[config.mk]
export PLATFORM = sky130hd
export DESIGN_NAME = srac_top
export DESIGN_NICKNAME = d
export VERILOG_FILES = /design/src/rtl/srac_pkg.sv /design/src/rtl/srac_top.sv
export SDC_FILE = /design/constraint.sdc
export NUM_CORES = 1
export LEC_CHECK = 0
export BUFFER_PORTS_ARGS = -buffer_cell sky130_fd_sc_hd__buf_2
export CORE_MARGIN = 2
export CORE_UTILIZATION = 25
export CTS_BUF_LIST = sky130_fd_sc_hd__clkbuf_4 sky130_fd_sc_hd__clkbuf_8
export CTS_CLUSTER_DIAMETER = 120
export DETAILED_ROUTE_END_ITERATION = 10
export GPL_ROUTABILITY_DRIVEN = 0
export PLACE_DENSITY = 0.44
export SETUP_SLACK_MARGIN = 0.4
export SYNTH_ARGS = -nofsm -noshare
export SYNTH_HDL_FRONTEND = slang
export SYNTH_SLANG_ARGS = --single-unit
[constraint.sdc]
create_clock -name clk -period 2.96 [get_ports clk]
set_input_delay 0.888 -clock clk [delete_from_list [all_inputs] [get_ports clk]]
set_output_delay 0.888 -clock clk [all_outputs]
set_load 0.02 [all_outputs]
[src/rtl/srac_pkg.sv]
// Constants and state types for the SDRAM refresh and access controller
package srac_pkg;
  // Register byte offsets
  localparam logic [7:0] CTRL_OFS = 8'h00;
  localparam logic [7:0] RCNT_OFS = 8'h04;
  localparam logic [7:0] RCOR_OFS = 8'h08;
  localparam logic [7:0] STAT_OFS = 8'h0C;
  // Control register fields
  localparam int CTRL_W = 21;
  localparam int MT_LSB = 0;
  localparam int BW_LSB = 3;
  localparam int BE_BIT = 5;
  localparam int MX_LSB = 6;
  localparam int MXE_BIT = 9;
  localparam int TPC_LSB = 10;
  localparam int L2_LSB = 13;
  localparam int L3_LSB = 16;
  localparam int LE_BIT = 19;
  localparam int BL4_BIT = 20;
  localparam logic [CTRL_W-1:0] CTRL_RST = 21'h0244DB;
  localparam int RC_W = 16;
  localparam logic [RC_W-1:0] RCOR_RST = 16'hFFFF;
  // Field codes
  localparam logic [2:0] MT_A3 = 3'h2;
  localparam logic [2:0] MT_BOTH = 3'h3;
  localparam logic [1:0] BW_64 = 2'h3;
  // Commands as {row strobe, column strobe, read/write}
  localparam logic [2:0] CMD_NOP = 3'h7;
  localparam logic [2:0] CMD_BANK_ACTIVATE_CMD = 3'h3;
  localparam logic [2:0] CMD_READ = 3'h5;
  localparam logic [2:0] CMD_WRITE_CMD = 3'h4;
  localparam logic [2:0] CMD_PRE = 3'h2;
  localparam logic [2:0] CMD_REF = 3'h1;
  localparam logic [2:0] CMD_MRS = 3'h0;
  // Timing
  localparam int CLK_NS = 10;
  localparam int REF_WAIT_NS = 70;
  localparam int REF_WAIT_CYC = (REF_WAIT_NS + CLK_NS - 1) / CLK_NS;

  typedef enum logic [8:0] {
    ST_IDLE = 9'h001,
    ST_ROW = 9'h002,
    ST_CMD = 9'h004,
    ST_LAT = 9'h008,
    ST_DATA = 9'h010,
    ST_PCW = 9'h020,
    ST_REF = 9'h040,
    ST_SELF = 9'h080,
    ST_AWAY = 9'h100
  } srac_state_e;

  typedef struct packed {
    srac_state_e st;
    logic [CTRL_W-1:0] ctrl;
    logic [RC_W-1:0] rcnt;
    logic [RC_W-1:0] rcor;
    logic [7:0] div;
    logic pend;
    logic rq1;
    logic rq2;
    logic [31:0] rdat;
    logic wr;
    logic single;
    logic bank;
    logic [1:0] csel;
    logic [1:0] cs;
    logic [2:0] lat;
    logic [2:0] wcnt;
    logic [2:0] beat;
    logic [2:0] last;
    logic [25:0] addr;
    logic [7:0] be;
    logic [7:0] dqm;
    logic [2:0] cmd;
    logic [14:0] ap;
    logic [63:0] dq_out;
    logic [63:0] rdata;
    logic dq_oe_n;
    logic rv;
    logic ack;
    logic done;
    logic err;
    logic back_n;
    logic cke;
  } srac_q_s;
endpackage

[src/rtl/srac_top.sv]
// SDRAM refresh arbitration and burst access sequencer
//
// Overview of operation
// - Counter match with compare value raises refresh request and clears counter.
// - Refresh waits until the running bus cycle finishes.
// - Refresh waits through locked sequences: splits, fills, test-and-set, DMA.
// - Refresh waits while the bus is granted to another master.
// - Pending refresh requests never stack; only one refresh runs.
// - Bus acknowledge goes high as soon as a refresh is requested.
// - Type code 010 makes area 3 SDRAM; 011 makes areas 2, 3 SDRAM.
// - Burst enable is ignored; fills and copy-backs burst 32 bytes.
// - Single accesses still burst 32 bytes unless burst-4 is set on a 32-bit bus; unneeded write beats stay masked.
// - Burst-4 option on 32-bit bus: single accesses move 16 bytes.
// - Strobes, masks and enable are shared; only area selects are separate.
// - Clock enable low on frequency change, unstable clock, self-refresh.
// - Commands encoded on row, column, read/write strobes and address lines.
// - Byte-lane mask low enables a lane, high suppresses it.
// - 64-bit big-endian: lane 7 is byte 8n; little-endian reverses.
// - Row and column addresses multiplexed on pins; mux fields place only the row.
// - 64-bit, code 011: row A11-A22, column A2-A10, auto-close, bank.
// - Pins A25-A18, A1, A0 carry nothing meaningful in SDRAM cycles.
// - Burst read: activate, read with auto-close, then latch data beats.
// - Precharge wait cycles follow the access with no SDRAM command.
// - Read command to first latch equals CAS latency of the area.
//
// The register offsets and the plain strobed port are this design's own decisions.
`timescale 1ns/1ns
module srac_top
  import srac_pkg::*;
#(
  parameter int REF_DIV = 16
)(
  // Clock and reset
  input wire logic clk,
  input wire logic rst_b,
  // Register port
  input wire logic [7:0] reg_addr,
  input wire logic [31:0] reg_wdata,
  input wire logic reg_wr,
  input wire logic reg_rd,
  output logic [31:0] reg_rdata,
  // Access requests from CPU, cache and DMA
  input wire logic acc_req,
  input wire logic acc_write,
  input wire logic acc_fill,
  input wire logic acc_area3,
  input wire logic acc_lock,
  input wire logic [25:0] acc_addr,
  input wire logic [7:0] acc_be,
  input wire logic [63:0] acc_wdata,
  output logic acc_ack,
  output logic acc_wtake,
  output logic acc_done,
  output logic acc_err,
  output logic [63:0] rd_data,
  output logic rd_valid,
  // Bus arbitration
  input wire logic bus_req_n,
  output logic bus_ack_n,
  // Clock enable control
  input wire logic freq_change,
  input wire logic clk_unstable,
  input wire logic self_ref_req,
  // SDRAM pins
  output logic sd_ras_n,
  output logic sd_cas_n,
  output logic sd_rd_wr,
  output logic area2_select_n,
  output logic area3_select_n,
  output logic [7:0] byte_lane_mask,
  output logic sd_cke,
  output logic [14:0] sd_addr,
  input wire logic [63:0] sd_dq_in,
  output logic [63:0] sd_dq_out,
  output logic sd_dq_oe_n
);

  if (REF_DIV < 1 || REF_DIV > 256) begin : g_chk
    $error("REF_DIV must lie in 1..256");
  end

  srac_q_s q;
  srac_q_s n;
  logic tick;
  logic [1:0] sdr;
  logic wide;

  // Returns {area3 is SDRAM, area2 is SDRAM}
  function automatic logic [1:0] area_sdram(input logic [2:0] mt);
    area_sdram = {mt == MT_A3 || mt == MT_BOTH, mt == MT_BOTH};
  endfunction

  // Byte enable of byte 8n+i maps to a lane by endianness
  function automatic logic [7:0] lane_mask(input logic [7:0] be,
                                           input logic le);
    lane_mask = 8'hFF;
    for (int i = 0; i < 8; i++) begin
      if (le) begin
        lane_mask[i] = !be[i];
      end else begin
        lane_mask[7-i] = !be[i];
      end
    end
  endfunction

  // Returns {bank bit, row pins}; narrow bus shifts one bit less
  function automatic logic [15:0] row_map(input logic [25:0] a,
                                          input logic [2:0] mx,
                                          input logic ext,
                                          input logic wd);
    logic [4:0] sh;
    logic [25:0] t;
    sh = 5'h08 + {2'h0, mx} + {4'h0, ext} - {4'h0, !wd};
    t = a >> sh;
    row_map = {t[11], t[11:0], 3'h0};
  endfunction

  // Column pins carry bank, auto-close flag, zeros and low address
  function automatic logic [14:0] col_map(input logic [25:0] a,
                                          input logic bank);
    col_map = {bank, 1'h1, 2'h0, a[10:2], 2'h0};
  endfunction

  assign tick = q.div == 8'(REF_DIV - 1);
  assign sdr = area_sdram(q.ctrl[MT_LSB +: 3]);
  // Any width code other than 64 runs the 32-bit sequence
  assign wide = q.ctrl[BW_LSB +: 2] == BW_64;

  always_comb begin
    n = q;
    n.ack = 1'h0;
    n.done = 1'h0;
    n.err = 1'h0;
    n.rv = 1'h0;
    n.rdat = 32'h0;
    n.cmd = CMD_NOP;
    n.cs = 2'h3;
    n.dq_oe_n = 1'h1;
    n.dqm = 8'hFF;
    n.rq1 = !bus_req_n;
    n.rq2 = q.rq1;
    n.div = tick ? 8'h00 : q.div + 8'h01;

    if (reg_wr) begin
      if (reg_addr == CTRL_OFS) begin
        n.ctrl = reg_wdata[CTRL_W-1:0];
      end else if (reg_addr == RCOR_OFS) begin
        n.rcor = reg_wdata[RC_W-1:0];
      end
    end
    if (reg_rd) begin
      if (reg_addr == CTRL_OFS) begin
        n.rdat = {11'h0, q.ctrl};
      end else if (reg_addr == RCNT_OFS) begin
        n.rdat = {16'h0, q.rcnt};
      end else if (reg_addr == RCOR_OFS) begin
        n.rdat = {16'h0, q.rcor};
      end else if (reg_addr == STAT_OFS) begin
        n.rdat = {20'h0, q.st == ST_AWAY, q.pend, 1'h0, q.st};
      end
    end

    case (q.st)
      ST_IDLE: begin
        if (self_ref_req) begin
          n.st = ST_SELF;
          n.cmd = CMD_REF;
          n.cs = ~sdr;
        end else if (q.pend && !acc_lock) begin
          n.st = ST_REF;
          n.cmd = CMD_REF;
          n.cs = ~sdr;
          n.pend = 1'h0;
          n.ap = 15'h0000;
          n.wcnt = 3'(REF_WAIT_CYC);
        end else if (q.rq2 && !acc_lock) begin
          n.st = ST_AWAY;
        end else if (acc_req) begin
          if (acc_area3 ? sdr[1] : sdr[0]) begin
            n.st = ST_ROW;
            n.ack = 1'h1;
            n.cmd = CMD_BANK_ACTIVATE_CMD;
            n.wr = acc_write;
            n.single = !acc_fill;
            n.addr = acc_addr;
            n.be = acc_be;
            n.csel = acc_area3 ? 2'h1 : 2'h2;
            n.lat = acc_area3 ? q.ctrl[L3_LSB +: 3] : q.ctrl[L2_LSB +: 3];
            // Burst enable bit is never consulted for SDRAM
            n.last = (!wide && !(q.ctrl[BL4_BIT] && !acc_fill)) ?
                     3'h7 : 3'h3;
            {n.bank, n.ap} = row_map(acc_addr, q.ctrl[MX_LSB +: 3],
                                     q.ctrl[MXE_BIT], wide);
          end else begin
            n.err = 1'h1;
          end
        end
      end
      ST_ROW: begin
        n.st = ST_CMD;
        n.ap = col_map(q.addr, q.bank);
        if (q.wr) begin
          n.cmd = CMD_WRITE_CMD;
          n.dq_oe_n = 1'h0;
          n.dq_out = acc_wdata;
          n.dqm = q.single ? lane_mask(q.be, q.ctrl[LE_BIT]) :
                  8'h00;
          n.beat = 3'h1;
        end else begin
          n.cmd = CMD_READ;
          n.dqm = 8'h00;
          n.beat = 3'h0;
        end
      end
      ST_CMD: begin
        if (q.wr) begin
          n.st = ST_DATA;
          n.dq_oe_n = 1'h0;
          n.dq_out = acc_wdata;
          n.dqm = q.single ? 8'hFF : 8'h00;
        end else if (q.lat <= 3'h1) begin
          n.st = ST_DATA;
          n.dqm = 8'h00;
        end else begin
          n.st = ST_LAT;
          n.wcnt = q.lat - 3'h1;
          n.dqm = 8'h00;
        end
      end
      ST_LAT: begin
        n.dqm = 8'h00;
        if (q.wcnt == 3'h1) begin
          n.st = ST_DATA;
        end else begin
          n.wcnt = q.wcnt - 3'h1;
        end
      end
      ST_DATA: begin
        if (!q.wr) begin
          n.rdata = sd_dq_in;
          n.rv = !q.single || q.beat == 3'h0;
        end
        if (q.beat == q.last) begin
          if (q.ctrl[TPC_LSB +: 3] == 3'h0) begin
            n.st = ST_IDLE;
            n.done = 1'h1;
          end else begin
            n.st = ST_PCW;
            n.wcnt = q.ctrl[TPC_LSB +: 3];
          end
        end else begin
          n.beat = q.beat + 3'h1;
          if (q.wr) begin
            n.dq_oe_n = 1'h0;
            n.dq_out = acc_wdata;
            n.dqm = q.single ? 8'hFF : 8'h00;
          end else begin
            n.dqm = 8'h00;
          end
        end
      end
      ST_PCW, ST_REF: begin
        if (q.wcnt <= 3'h1) begin
          n.st = ST_IDLE;
          n.done = q.st == ST_PCW;
        end else begin
          n.wcnt = q.wcnt - 3'h1;
        end
      end
      ST_SELF: begin
        // A refresh follows at once, the counter lost track meanwhile
        if (!self_ref_req) begin
          n.st = ST_IDLE;
          n.pend = 1'h1;
        end
      end
      ST_AWAY: begin
        // The other master returns the bus by dropping its request
        if (!q.rq2) begin
          n.st = ST_IDLE;
        end
      end
      default: begin
        n.st = ST_IDLE;
      end
    endcase

    if (n.st inside {ST_ROW, ST_CMD, ST_LAT, ST_DATA}) begin
      n.cs = n.csel;
    end

    // Match after the state logic, so a new request wins over the clear
    if (tick) begin
      if (q.rcnt == q.rcor) begin
        n.rcnt = '0;
        n.pend = 1'h1;
      end else begin
        n.rcnt = q.rcnt + 16'h0001;
      end
    end
    if (reg_wr && reg_addr == RCNT_OFS) begin
      n.rcnt = reg_wdata[RC_W-1:0];
    end

    n.back_n = !(n.st == ST_AWAY && !n.pend);
    n.cke = !(freq_change || clk_unstable || n.st == ST_SELF);
  end

  always_ff @(posedge clk) begin
    if (!rst_b) begin
      q <= '0;
      q.st <= ST_IDLE;
      q.ctrl <= CTRL_RST;
      q.rcor <= RCOR_RST;
      q.cmd <= CMD_NOP;
      q.cs <= 2'h3;
      q.dqm <= 8'hFF;
      q.dq_oe_n <= 1'h1;
      q.back_n <= 1'h1;
      q.cke <= 1'h1;
    end else begin
      q <= n;
    end
  end

  assign reg_rdata = q.rdat;
  assign acc_ack = q.ack;
  assign acc_wtake = !n.dq_oe_n;
  assign acc_done = q.done;
  assign acc_err = q.err;
  assign rd_data = q.rdata;
  assign rd_valid = q.rv;
  assign bus_ack_n = q.back_n;
  assign {sd_ras_n, sd_cas_n, sd_rd_wr} = q.cmd;
  assign {area3_select_n, area2_select_n} = q.cs;
  assign byte_lane_mask = q.dqm;
  assign sd_cke = q.cke;
  assign sd_addr = q.ap;
  assign sd_dq_out = q.dq_out;
  assign sd_dq_oe_n = q.dq_oe_n;
endmodule

=== Word level (Yosys, flattened, before mapping) ===
Index checks and enable logic that the tools add are counted.

* Register bits: 304
* Latch bits: 0
* Bits in writable memories: 0
* Bits in read-only memories: 0
* Input port bits: 215
* Output and inout bits: 196
* Word-level logic and storage cells: 233
* Memories: 0

* Add/subtract/negate cells: 8
* Multiply operators: 0
* Div/mod/pow operators: 0
* $lt $le $gt $ge: 2
* Eq/ne operators: 37
* Shift operators: 1
* Mux-type cells: 89
* Bitwise gates (word level): 11
* Reduce and logical (&&, ||, !) cells: 52

{| class="wikitable"
|+ Operator list
! kind !! count
|-
| 64-bit 2-to-1 mux || 2
|-
| 64-bit one-hot mux with 2 select lines || 1
|-
| 9-bit 2-to-1 mux || 10
|-
| 16-bit 2-to-1 mux || 5
|-
| 18-bit 2-to-1 mux || 4
|-
| 9-bit one-hot mux with 8 select lines || 1
|-
| 3-bit 2-to-1 mux || 15
|-
| 18-bit one-hot mux with 2 select lines || 1
|-
| 8-bit 2-to-1 mux || 4
|-
| 8-bit one-hot mux with 4 select lines || 1
|-
| 26-bit by 5-bit right shift with 12-bit output || 1
|-
| 8-bit by 4-bit == test with 1-bit output (second input constant) || 3
|-
| 1-bit 2-to-1 mux || 22
|-
| 21-bit 2-to-1 mux || 1
|-
| 9-bit by 2-bit == test with 1-bit output (second input constant) || 2
|-
| 9-bit by 3-bit == test with 1-bit output (second input constant) || 2
|-
| 9-bit by 4-bit == test with 1-bit output (second input constant) || 2
|-
| 9-bit by 5-bit == test with 1-bit output (second input constant) || 2
|-
| 9-bit by 8-bit == test with 1-bit output (second input constant) || 2
|-
| 9-bit == test (second input constant) || 2
|-
| 1-bit zero test || 18
|-
| 2-bit 2-to-1 mux || 9
|-
| 2-bit != test (second input constant) || 9
|-
| 16-bit by 1-bit adder with 16-bit output (second input constant) || 1
|-
| 44 further kinds || 80
|}

=== Longest topological paths before layout ===
Gate-level depths: netlist of the first run.

* Depth in word-level cells: 12
* Mapped depth: 14
* Depth with buffers taken out: 12

=== Worst setup path before layout of the first run ===
Ideal clock, no wire load.

* Path kind: register -> register
* Start point: register q[293] (netlist bit)
* End point: register q, in the netlist sd_addr[9]
* Setup time: 0.125 ns
* Data arrival time: 2.967 ns
* Data required time: 2.835 ns
* Path slack: -0.132 ns
* Stages on the path, launching flop included: 14
* Buffers on the path: 2
* Period minus slack after synthesis: 3.092 ns
* Cell sequence: dfxtp_1 nand2_1 ha_1 inv_1 ha_1 inv_1 fa_1 buf_2 buf_1 mux4_2 nor2b_1 mux2_2 o31ai_1 a21oi_1

* Longest elaborated chain between the ends: 10

{| class="wikitable"
|+ RTL lines
! what !! line !! text
|-
| start: declaration || srac_top.sv:82 || <nowiki>srac_q_s q;</nowiki>
|-
| start signal: assignment || srac_top.sv:322 || <nowiki>q <= n;</nowiki>
|-
| 2-bit == test || srac_top.sv:127 || <nowiki>assign wide = q.ctrl[BW_LSB +: 2] == BW_64;</nowiki>
|-
| 1-bit zero test || srac_top.sv:113 || <nowiki>sh = 5'h08 + {2'h0, mx} + {4'h0, ext} - {4'h0, !wd};</nowiki>
|-
| 5-bit by 1-bit subtractor with 5-bit output || srac_top.sv:113 ||
|-
| 26-bit by 5-bit right shift with 12-bit output || srac_top.sv:114 || <nowiki>t = a >> sh;</nowiki>
|-
| 18-bit 2-to-1 mux || srac_top.sv:179 || <nowiki>if (acc_area3 ? sdr[1] : sdr[0]) begin</nowiki>
|-
| 18-bit 2-to-1 mux || srac_top.sv:178 || <nowiki>end else if (acc_req) begin</nowiki>
|-
| 18-bit 2-to-1 mux || srac_top.sv:176 || <nowiki>end else if (q.rq2 && !acc_lock) begin</nowiki>
|-
| 18-bit 2-to-1 mux || srac_top.sv:169 || <nowiki>end else if (q.pend && !acc_lock) begin</nowiki>
|-
| 15-bit 2-to-1 mux || srac_top.sv:165 || <nowiki>if (self_ref_req) begin</nowiki>
|-
| 18-bit one-hot mux with 2 select lines || srac_top.sv:163 || <nowiki>case (q.st)</nowiki>
|}

No other way between the ends. The select of a mux whose other input is x is not followed.
A chain may end at the register's enable or synchronous reset.

=== Final worst setup path of the first run ===
* Start point: register q[314] (netlist bit)
* End point: output acc_wtake

* Longest elaborated chain between the ends: 4

{| class="wikitable"
|+ RTL lines
! what !! line !! text
|-
| 9-bit by 3-bit == test with 1-bit output / 9-bit by 2-bit == test with 1-bit output (equally long branches) || srac_top.sv:163 ||
|-
| 2-bit OR reduction (no source line) || n/a ||
|-
| 1-bit one-hot mux with 2 select lines (*) || srac_top.sv:163 ||
|-
| 1-bit zero test (*) || srac_top.sv:328 || <nowiki>assign acc_wtake = !n.dq_oe_n;</nowiki>
|-
| end: declaration || srac_top.sv:52 || <nowiki>output logic acc_wtake,</nowiki>
|}

Every way passes the cells marked *; elsewhere a longest branch is shown, timed or not.

==> impl_metrics.toml, run 1 <==
[outcome]
outcome = "finished clean"

[floorplan]
row_count = 87
core_area_um2 = 56500
die_area_um2 = 59200
io_pins = 411
start_util = 0.254
dieWidth_um = 243
die_h_um = 243

[final_layout]
finalNonFillerCells = 2780
design_area_um2 = 17900
multi_input_area_um2 = 7010
area_delta_synth_final_pct = 25.0
drive_above_1_share = 0.351
final_net_count = 2208
n_fill_cell = 6042
seqCellArea_um2 = 5790

[grt]
grt_use_total = 0.153
antenna_found_initial = 3
grt_pass1_vias = 12300
grt_max_degree = 97
grt_pass1_wl_mm = 71.5
overflow = 0

[job]
maxCapViolations = 0

[power_and_ir_drop]
p_per_area_nw_per_um2 = 519
vdd_drop_max_mv = 0.240
p_leak_nw = 7.48
total_power_mw = 9.31

[timing]
relSlewSlack = 0.562
period_minus_slack_ns = 2.95
worstMarginPinSlew_ns = 0.657
finClkSkew_ns = 0.0324
hold_viol_final = 0
fmax_mhz = 339
setup_violations = 0
period_share = 0.997
slew_viol_final = 0
rsz0062_at_grt = "yes"

[setup_path]
worst-r2r-cell-count = 12
r2r_start = "q[293]"
r2r-end = "sd_addr[5]"
end_kind = "output port"
crit_required_ns = 2.07
r2r_slack_ns = 0.06
crit_type = "flip-flop to output port"
worst_setup_path_start_kind = "flip-flop"
critPathArrivalTime_ns = 2.06
crit_path_max_fanout = 3

[logic_synthesis]
syn_area_um2 = 14300
ys_ff_latch = 288
synth_edf_count = 0
syn_area_per_cell_um2 = 8.29
synth_cells = 1729
ys_top_cells_by_area = "dfxtp_1, buf_4, nand2_1"
async_flop_share = 0
yosysTopAreaCell = "dfxtp_1"
yosysWarnings = 0
yosysTopAreaCellShare = 0.402
synth.distinct_cells = 72
ys_seq_area_frac = 0.402
synthFlopType = "dfxtp_1"

[place]
numPortBuffers = 386
dp_hpwl_mm = 34.3
place_area_um2 = 16200
place_inst = 2657

[clock_network]
cts_buffers = 56
clkTransAtPathRegs_ns = 0.06
cts.sinks = 288
tritoncts = "yes"
cts.htree.levels = 2
clk_path_buf_depth = 3
clk_latency_ns = 0.64
cts-root-buf = "clkbuf_8"

[hold_path]
min_path_cells = 2
whs_endpoint = "n[246]"
min-delay-start = "bus_req_n"
worstHoldPathType = "input pin to flip-flop"

[drt]
drt_iter0_drc = 849
drt_pass1_iterations = 5
detail-route-antenna-nets = 0
vias = 12800
wire_per_inst_um = 17.0
routed_wl_mm = 47.2
via_per_inst = 4.59
drt_drc_violations_left = 0
==> metrics by stage <==
stage          setup TNS [ns]  setup slack [ns]   util  hold slack, ns
2_1_floorplan               0             0.231      -           0.412
3_3_place_gp           -0.683            -0.135  0.287           0.431
3_5_place_dp           -0.502            -0.127  0.287           0.431
4_1_cts                -0.136            -0.136  0.314           0.343
5_1_grt                -0.177            -0.130  0.317           0.358
6_report                    0           0.00764  0.317           0.413
==> synth_stat cells (3+ instances only) <==
cell type	instances
xnor2_1	26
ha_1	13
or2_2	3
nand4b_1	3
and2_1	14
buf_2	16
o22ai_1	4
nand3b_1	9
nand2_1	341
xor2_1	9
a211oi_1	12
mux2i_1	18
buf_6	3
a211o_1	3
nor2b_1	24
or3_1	11
mux2_2	14
o21ai_1	5
buf_1	14
mux4_2	35
o31ai_1	6
nor4_1	10
a31oi_1	25
nor2_1	63
o211ai_1	3
dfxtp_1	288
nor4b_1	3
nand4_1	10
nand3_1	120
a21oi_1	136
o21ai_0	105
inv_1	22
nor3_1	22
clkbuf_1	86
buf_4	184
nand2b_1	12
and3_1	11
==> cells by family after synthesis <==
| kind of cell | share of synthesized area |
|---|---|
| adder cells (fa/ha/maj) | 0.0128 |
| XOR/XNOR | 0.0214 |
| other | 0.000262 |
| flip-flops | 0.402 |
| buffers and inverters | 0.136 |
| AND/OR/NAND/NOR | 0.219 |
| AO/OA/AOI/OAI | 0.129 |
| multiplexers | 0.0786 |
==> registers in the layout, summed over array words and instances (netlist names), 8 cells and up <==
register	cells
sd_addr	13
byte_lane_mask	8
sd_dq_out	64
q	105
reg_rdata	21
rd_data	64
==> how the worst max path moves through the flow <==
stage	startpoint	to	slack (ns)	cells past startpoint
3_3_place_gp	q[293]	sd_addr[3]	-0.14	13
5_1_grt	q[310]	acc_wtake	-0.13	7
3_5_place_dp	q[293]	sd_addr[5]	-0.13	13
6_report	q[314]	acc_wtake	0.008	8
2_1_floorplan	q[293]	sd_addr[13]	0.23	12
4_1_cts	q[316]	acc_wtake	-0.14	8
==> placed cells by master, fill, tap and decap left out, types with 5 or more instances in the layout <==
master	count
and2_1	13
dfxtp_1	278
a211oi_1	9
nand3b_1	9
mux4_2	35
xor2_1	8
buf_4	71
mux2_2	10
and3_1	10
a21oi_1	130
a31oi_1	24
nand3_1	117
nor3_1	21
xnor2_1	26
clkbuf_4	20
dfxtp_2	7
nor4_1	7
buf_12	12
nand2_1	338
mux2i_1	12
clkinv_2	5
nor2b_1	22
conb_1	13
buf_6	16
inv_1	18
o21ai_1	7
nand4_1	10
o21ai_0	102
nor2_1	58
ha_1	11
nor2_4	5
clkbuf_8	73
buf_2	384
nand2b_1	11
or3_1	10
==> per-layer routing <==
metal  up-vias  GRT usage  part of all wire
met5         -          0           0.00093
met4         6     0.0507             0.026
met3        80     0.0333             0.066
met2       437      0.252              0.47
met1      5994      0.198              0.44
li1       6253          -                 -
==> critical path: stages (launching register included) <==
cell and delay (ns):
dfxtp_1 0.33, nor3_4 0.25, buf_4 0.16, nand3_1 0.12, nor2_4 0.17, o31ai_4 0.08, buf_6 0.16, inv_4 0.05
buf_6 0.11
==> power by group <==
part,switching (mW),internal (mW),leakage [nW],total (mW)
combinational,0.559,0.457,4.50,1.02
sequential,0.0809,3.96,2.33,4.04
clock,1.80,2.45,0.650,4.25
total,2.44,6.87,7.48,9.31
==> layout make-up <==
cell class / instances / area share
Multi-Input combinational cell: 1128 / 0.391
Clock buffer: 93 / 0.0645
Antenna cell: 2 / 0.000279
Sequential cell: 288 / 0.323
Tap cell: 756 / 0.0528
Inverter: 22 / 0.00489
Timing Repair Buffer: 483 / 0.161
Clock inverter: 8 / 0.00286
==> repair_timing <==
action	CTS	global route
buffers inserted	12	8
setup endpoints to repair	14	17
gates resized for setup	49	29
hold buffers	0	0
pin swaps	26	23
Note: power is estimated with default switching activity, not from simulation.
==> inputs of run 2 (changes only) <==
--- a/config.mk
+++ b/config.mk
@@ -7,12 +7,13 @@
 export LEC_CHECK = 0
 export BUFFER_PORTS_ARGS = -buffer_cell sky130_fd_sc_hd__buf_2
 export CORE_MARGIN = 2
-export CORE_UTILIZATION = 25
+export CORE_UTILIZATION = 49
 export CTS_BUF_LIST = sky130_fd_sc_hd__clkbuf_4 sky130_fd_sc_hd__clkbuf_8
 export CTS_CLUSTER_DIAMETER = 120
 export DETAILED_ROUTE_END_ITERATION = 10
 export GPL_ROUTABILITY_DRIVEN = 0
-export PLACE_DENSITY = 0.44
+export HOLD_SLACK_MARGIN = 0.1
+export PLACE_DENSITY = 0.77
 export SETUP_SLACK_MARGIN = 0.4
 export SYNTH_ARGS = -nofsm -noshare
 export SYNTH_HDL_FRONTEND = slang
==> constraint.sdc (replaced) <==
create_clock -name clk -period 2.96 [get_ports clk]
set_input_delay 0.592 -clock clk [delete_from_list [all_inputs] [get_ports clk]]
set_output_delay 0.592 -clock clk [all_outputs]
set_load 0.02 [all_outputs]
==> run 2 against run 1 <==
Against the previous run: routed wire length decreased by 15%; critical path depth rose by 5; die area down 48%; largest cell class unchanged.
==> impl_metrics.toml, run 2 (same netlist as run 1, synthesis figures left out) <==
[grt]
grt_max_degree = 138
grt_pass1_vias = 11900
antenna_found_initial = 3
overflow = 0
grt_pass1_wl_mm = 61.3
grt_use_total = 0.247

[power_and_ir_drop]
combPwrFrac = 0.103
intPower_mw = 6.80
p_sw_frac = 0.248
power_frac_clock = 0.451
seqPwrFrac = 0.446
p_per_area_nw_per_um2 = 535
p_leak_nw = 7.24
p_switching_mw = 2.25
vdd_drop_max_mv = 0.360

[job]
maxCapViolations = 0

[setup_path]
cpMaxStageDelayCell = "fa_2"
r2r-end = "sd_addr[13]"
critPathArrivalTime_ns = 3.34
crit_chain = "nand2_2 -> ha_4 -> inv_4 -> ha_4 -> inv_2 -> fa_2 -> buf_12 -> nor2b_1 -> a211oi_2 -> a21oi_2 -> mux4_2 -> a31oi_1 -> a21oi_1"
crit_required_ns = 3.38
worst_setup_path_start_kind = "flip-flop"
r2r_start = "q[292]"
crit_type = "flip-flop to flip-flop"
cpMostUsedCell = "ha_4"
crit_path_max_fanout = 16
critPathMaxStageDelay_ns = 0.59
end_kind = "flip-flop"
r2r_slack_ns = 0.04
worst-r2r-cell-count = 13

[floorplan]
die_h_um = 175
io_pins = 411
die_area_um2 = 30600
row_count = 62
start_util = 0.498
core_area_um2 = 28800
dieWidth_um = 175

[timing]
slew_viol_final = 0
rsz0062_at_grt = "yes"
relSlewSlack = 0.420
period_minus_slack_ns = 2.92
hold_viol_final = 0
setup_violations = 0
worstMarginPinSlew_ns = 0.869
finClkSkew_ns = 0.0288
fmax_mhz = 343
holdWs_ns = 0.196
timing.final.ws_setup_ns = 0.0417
period_share = 0.986
tns_ns = 0

[place]
dp_hpwl_mm = 28.7
numPortBuffers = 386
place_area_um2 = 15400
pre_cts_slack_ns = -0.101

[hold_path]
min_path_cells = 2
min-delay-start = "freq_change"
whs_endpoint = "sd_cke"
worstHoldPathType = "input pin to flip-flop"

[final_layout]
final_cell_mix = "buf_2, nand2_1, dfxtp_1"
n_fill_cell = 2549
top_register = "q"
final_net_count = 2176
drive_above_1_share = 0.334
largest_reg_flops = 105
design_area_um2 = 16900
area_delta_synth_final_pct = 18.1
final_common_cell = "buf_2"

[drt]
wire_per_inst_um = 17.0
routed_wl_mm = 40.3
drt_drc_violations_left = 0
detail-route-antenna-nets = 0
via_per_inst = 5.45
vias = 12900
drt_pass1_iterations = 5
drt_iter0_drc = 1117

[clock_network]
cts.sinks = 288
holdBufCountCts = 0
clk_latency_ns = 0.58
tritoncts = "yes"
cts_buffers = 50
clkTransAtPathRegs_ns = 0.07
clk_path_buf_depth = 3
cts-root-buf = "clkbuf_8"
cts.htree.levels = 2

[outcome]
outcome = "finished clean"
## run 2: cell types whose count changed in the layout (fill, tap and decap cells not counted), moves of 3 or more
cell | before | now
clkbuf_8 | 73 | 59
buf_6 | 16 | 4
buf_12 | 12 | 5
buf_4 | 71 | 64
clkbuf_4 | 20 | 14
bufinv_16 | 0 | 5
mux2_2 | 10 | 14
mux2_4 | 4 | 0
a21oi_1 | 130 | 133
clkinv_2 | 5 | 8
nor2_4 | 5 | 2
## run 2: final cells by class
type                       count  area (um^2)  area share
tap                          384          480      0.0284
clock buffer                  73          917      0.0542
antenna                        2         5.00    0.000296
sequential                   288         5790       0.342
clock inverter                17          223      0.0132
multi-input combinational   1128         6860       0.406
inverter                      22         87.6     0.00518
timing repair buffer         457         2550       0.151
## run 2: routing by layer
layer | global-route usage | vias up | routed length, um
met5 | 0 | - | 13
met4 | 0.131 | 2 | 2170
met3 | 0.0507 | 150 | 3680
met2 | 0.418 | 695 | 19100
met1 | 0.295 | 5899 | 15400
li1 | - | 6175 | -
## run 2: power groups by stage
stage	logic [mW]	registers [mW]	clock network (mW)
final	0.930	4.04	4.08
after global routing	1.00	4.04	4.32
after CTS	0.883	4.04	4.15
after detailed placement	0.864	4.12	0
after global placement	0.851	4.12	0
after floorplan	0.594	4.09	0
## run 2: how the worst max path moves through the flow
| stage | to | from | slack [ns] | depth (start not counted) |
|---|---|---|---|---|
| 2_1_floorplan | sd_addr[13] | q[293] | 0.23 | 12 |
| 3_3_place_gp | sd_addr[4] | q[293] | 0.02 | 13 |
| 3_5_place_dp | sd_addr[5] | q[292] | -0.10 | 13 |
| 4_1_cts | sd_addr[3] | q[292] | 0.04 | 12 |
| 5_1_grt | sd_addr[13] | q[292] | -0.007 | 13 |
| 6_report | sd_addr[13] | q[292] | 0.04 | 13 |
## run 2: repair_timing
action | CTS | global route
resized for setup | 23 | 35
pin swaps | 9 | 12
setup endpoints to repair | 16 | 21
buffers inserted | 9 | 15
endpoints found under the hold margin | 0 | 0
## run 2: worst max-delay path: cells and delay by family (launching register included)
family	cells	cell delay, ns
AND/OR/NAND/NOR	2	0.13
AO/OA/AOI/OAI	4	0.58
multiplexers	1	0.49
adder cells (fa/ha/maj)	3	0.95
buffers and inverters	3	0.25
flip-flops	1	0.34
## run 2: stage by stage
stage / utilization / std cells / power, mW
3_3_place_gp: 0.534 / 2255 / 4.97
3_5_place_dp: 0.534 / 2255 / 4.98
4_1_cts: 0.580 / 2354 / 9.07
6_report: 0.588 / 2371 / 9.05
5_1_grt: 0.588 / 2370 / 9.36
2_1_floorplan: - / 1741 / 4.68
==> inputs of run 3 (changes only) <==
--- a/config.mk
+++ b/config.mk
@@ -7,13 +7,13 @@
 export LEC_CHECK = 0
 export BUFFER_PORTS_ARGS = -buffer_cell sky130_fd_sc_hd__buf_2
 export CORE_MARGIN = 2
-export CORE_UTILIZATION = 49
+export CORE_UTILIZATION = 58
 export CTS_BUF_LIST = sky130_fd_sc_hd__clkbuf_4 sky130_fd_sc_hd__clkbuf_8
 export CTS_CLUSTER_DIAMETER = 120
 export DETAILED_ROUTE_END_ITERATION = 10
 export GPL_ROUTABILITY_DRIVEN = 0
 export HOLD_SLACK_MARGIN = 0.1
-export PLACE_DENSITY = 0.77
+export PLACE_DENSITY = 0.86
 export SETUP_SLACK_MARGIN = 0.4
 export SYNTH_ARGS = -nofsm -noshare
 export SYNTH_HDL_FRONTEND = slang
==> constraint.sdc (replaced) <==
create_clock -name clk -period 3.5 [get_ports clk]
set_input_delay 0.7 -clock clk [delete_from_list [all_inputs] [get_ports clk]]
set_output_delay 0.7 -clock clk [all_outputs]
set_load 0.02 [all_outputs]
==> run 3 against run 2 <==
Against the previous run: final area down 3.6%; non-clock buffer count down 37; sequential power down 15%; clock-buffer cell count unchanged; worst setup slack better by 0.43 ns; combinational power down 19%; cell count down 4.6%; clock skew up 0.0099 ns; first-iteration DRC count up 32%.
==> impl_metrics.toml, run 3 (same netlist as run 1, synthesis figures left out) <==
[drt]
drt_pass1_iterations = 7
via_per_inst = 5.70
routed_wl_mm = 39.2
drt_drc_violations_left = 0
detail-route-antenna-nets = 0
wire_per_inst_um = 17.3
vias = 12900
drt_iter0_drc = 1478

[floorplan]
io_pins = 411
row_count = 57
die_h_um = 161
dieWidth_um = 161
start_util = 0.589
core_area_um2 = 24300
die_area_um2 = 26000

[timing]
period_minus_slack_ns = 3.02
rsz0062_at_grt = "no"
fmax_mhz = 331
hold_viol_final = 0
finClkSkew_ns = 0.0387
setup_violations = 0
relSlewSlack = 0.147
tns_ns = 0
slew_viol_final = 0
worstMarginPinSlew_ns = 1.26
period_share = 0.864

[final_layout]
fin_util = 0.670
area_delta_synth_final_pct = 13.8
largest_reg_flops = 105
drive_above_1_share = 0.305
final_net_count = 2135
final_cell_mix = "buf_2, nand2_1, dfxtp_1"
n_fill_cell = 1962
top_register = "q"
final_common_cell = "buf_2"

[setup_path]
crit_required_ns = 3.93
r2r_slack_ns = 0.48
crit_type = "flip-flop to flip-flop"
worst-r2r-cell-count = 13
end_kind = "flip-flop"
r2r_start = "q[292]"
crit_path_max_fanout = 5
critPathArrivalTime_ns = 3.46
worst_setup_path_start_kind = "flip-flop"
r2r-end = "sd_addr[9]"

[hold_path]
min_path_cells = 2
whs_endpoint = "n[246]"
min-delay-start = "bus_req_n"
worstHoldPathType = "input pin to flip-flop"

[outcome]
outcome = "finished clean"

[clock_network]
clk_path_buf_depth = 3
clk_latency_ns = 0.58
cts-root-buf = "clkbuf_8"
cts_buffers = 46
tritoncts = "yes"
cts.sinks = 288
cts.htree.levels = 2
clkTransAtPathRegs_ns = 0.07

[grt]
grt_use_total = 0.285
grt_pass1_wl_mm = 60.8
antenna_found_initial = 1
grt_max_degree = 169
grt_pass1_vias = 12200
overflow = 0

[place]
dp_hpwl_mm = 27.4
numPortBuffers = 386

[power_and_ir_drop]
total_power_mw = 7.19
p_leak_nw = 6.97
vdd_drop_max_mv = 0.319
p_per_area_nw_per_um2 = 441

[job]
maxCapViolations = 0
[run 3: cell types whose count changed in the layout (fill, tap and decap cells not counted), sizes merged]
| cell | before | now |
|---|---|---|
| clkinv | 9 | 5 |
| diode | 2 | 1 |
| inv | 23 | 22 |
| buf | 457 | 419 |
| bufbuf | 0 | 1 |
| bufinv | 5 | 0 |
[run 3: cell type report]
type	count	area [um^2]	area share
multi-input cells	1128	6760	0.415
flip-flops and latches	288	5780	0.354
repair buffers	420	2300	0.141
clock buffers	73	930	0.0570
well taps	324	405	0.0249
inverters	22	85.1	0.00522
clock inverters	7	40.0	0.00246
diodes	1	2.50	0.000154
[run 3: critical path, stage by stage, from the launching register on]
cell	delay (ns)
dfxtp_4	0.37
nand2_4	0.07
ha_4	0.22
inv_2	0.04
ha_2	0.16
inv_1	0.05
fa_2	0.58
buf_12	0.13
buf_4	0.14
mux4_2	0.34
nor2b_1	0.15
mux2_2	0.26
o31ai_1	0.27
a21oi_1	0.10
[run 3: worst max-delay path by stage]
stage	startpoint	end	slack, ns	cells after the start
floorplan	q[293]	sd_addr[9]	0.41	13
global placement	q[293]	sd_addr[3]	0.40	13
detailed placement	q[292]	sd_addr[3]	0.31	13
CTS	q[292]	sd_addr[3]	0.42	13
global route	q[311]	acc_wtake	0.39	6
finish	q[292]	sd_addr[9]	0.48	13
[run 3: repair_timing]
action / CTS / global route
gates cloned: 1 / 0
setup buffers: 6 / 4
hold buffers: 0 / 0
pin swaps: 3 / 5
gates resized for setup: 12 / 14
setup endpoints to repair: 5 / 11
[run 3: power by group]
part           internal, mW  switching [mW]
logic                 0.324           0.433
registers              3.35          0.0717
clock network          1.68            1.33
[run 3: per-stage QoR]
step | instance area (um^2) | cells | setup slack [ns] | hold slack (ns)
after detailed placement | 15100 | 2171 | 0.312 | 0.424
after CTS | 16200 | 2258 | 0.417 | 0.295
after floorplan | 14400 | 1741 | 0.408 | 0.412
after global placement | 15100 | 2171 | 0.401 | 0.418
after global routing | 16300 | 2263 | 0.392 | 0.295
final | 16300 | 2263 | 0.476 | 0.309
[run 3: per-layer routing]
metal  vias to the layer above  routed length, um  GRT usage
li1                       6100                  -          -
met5                         -                  0          0
met1                      5926              15100      0.338
met3                       155               3130     0.0534
met2                       723              19400      0.503
met4                         0               1530      0.126
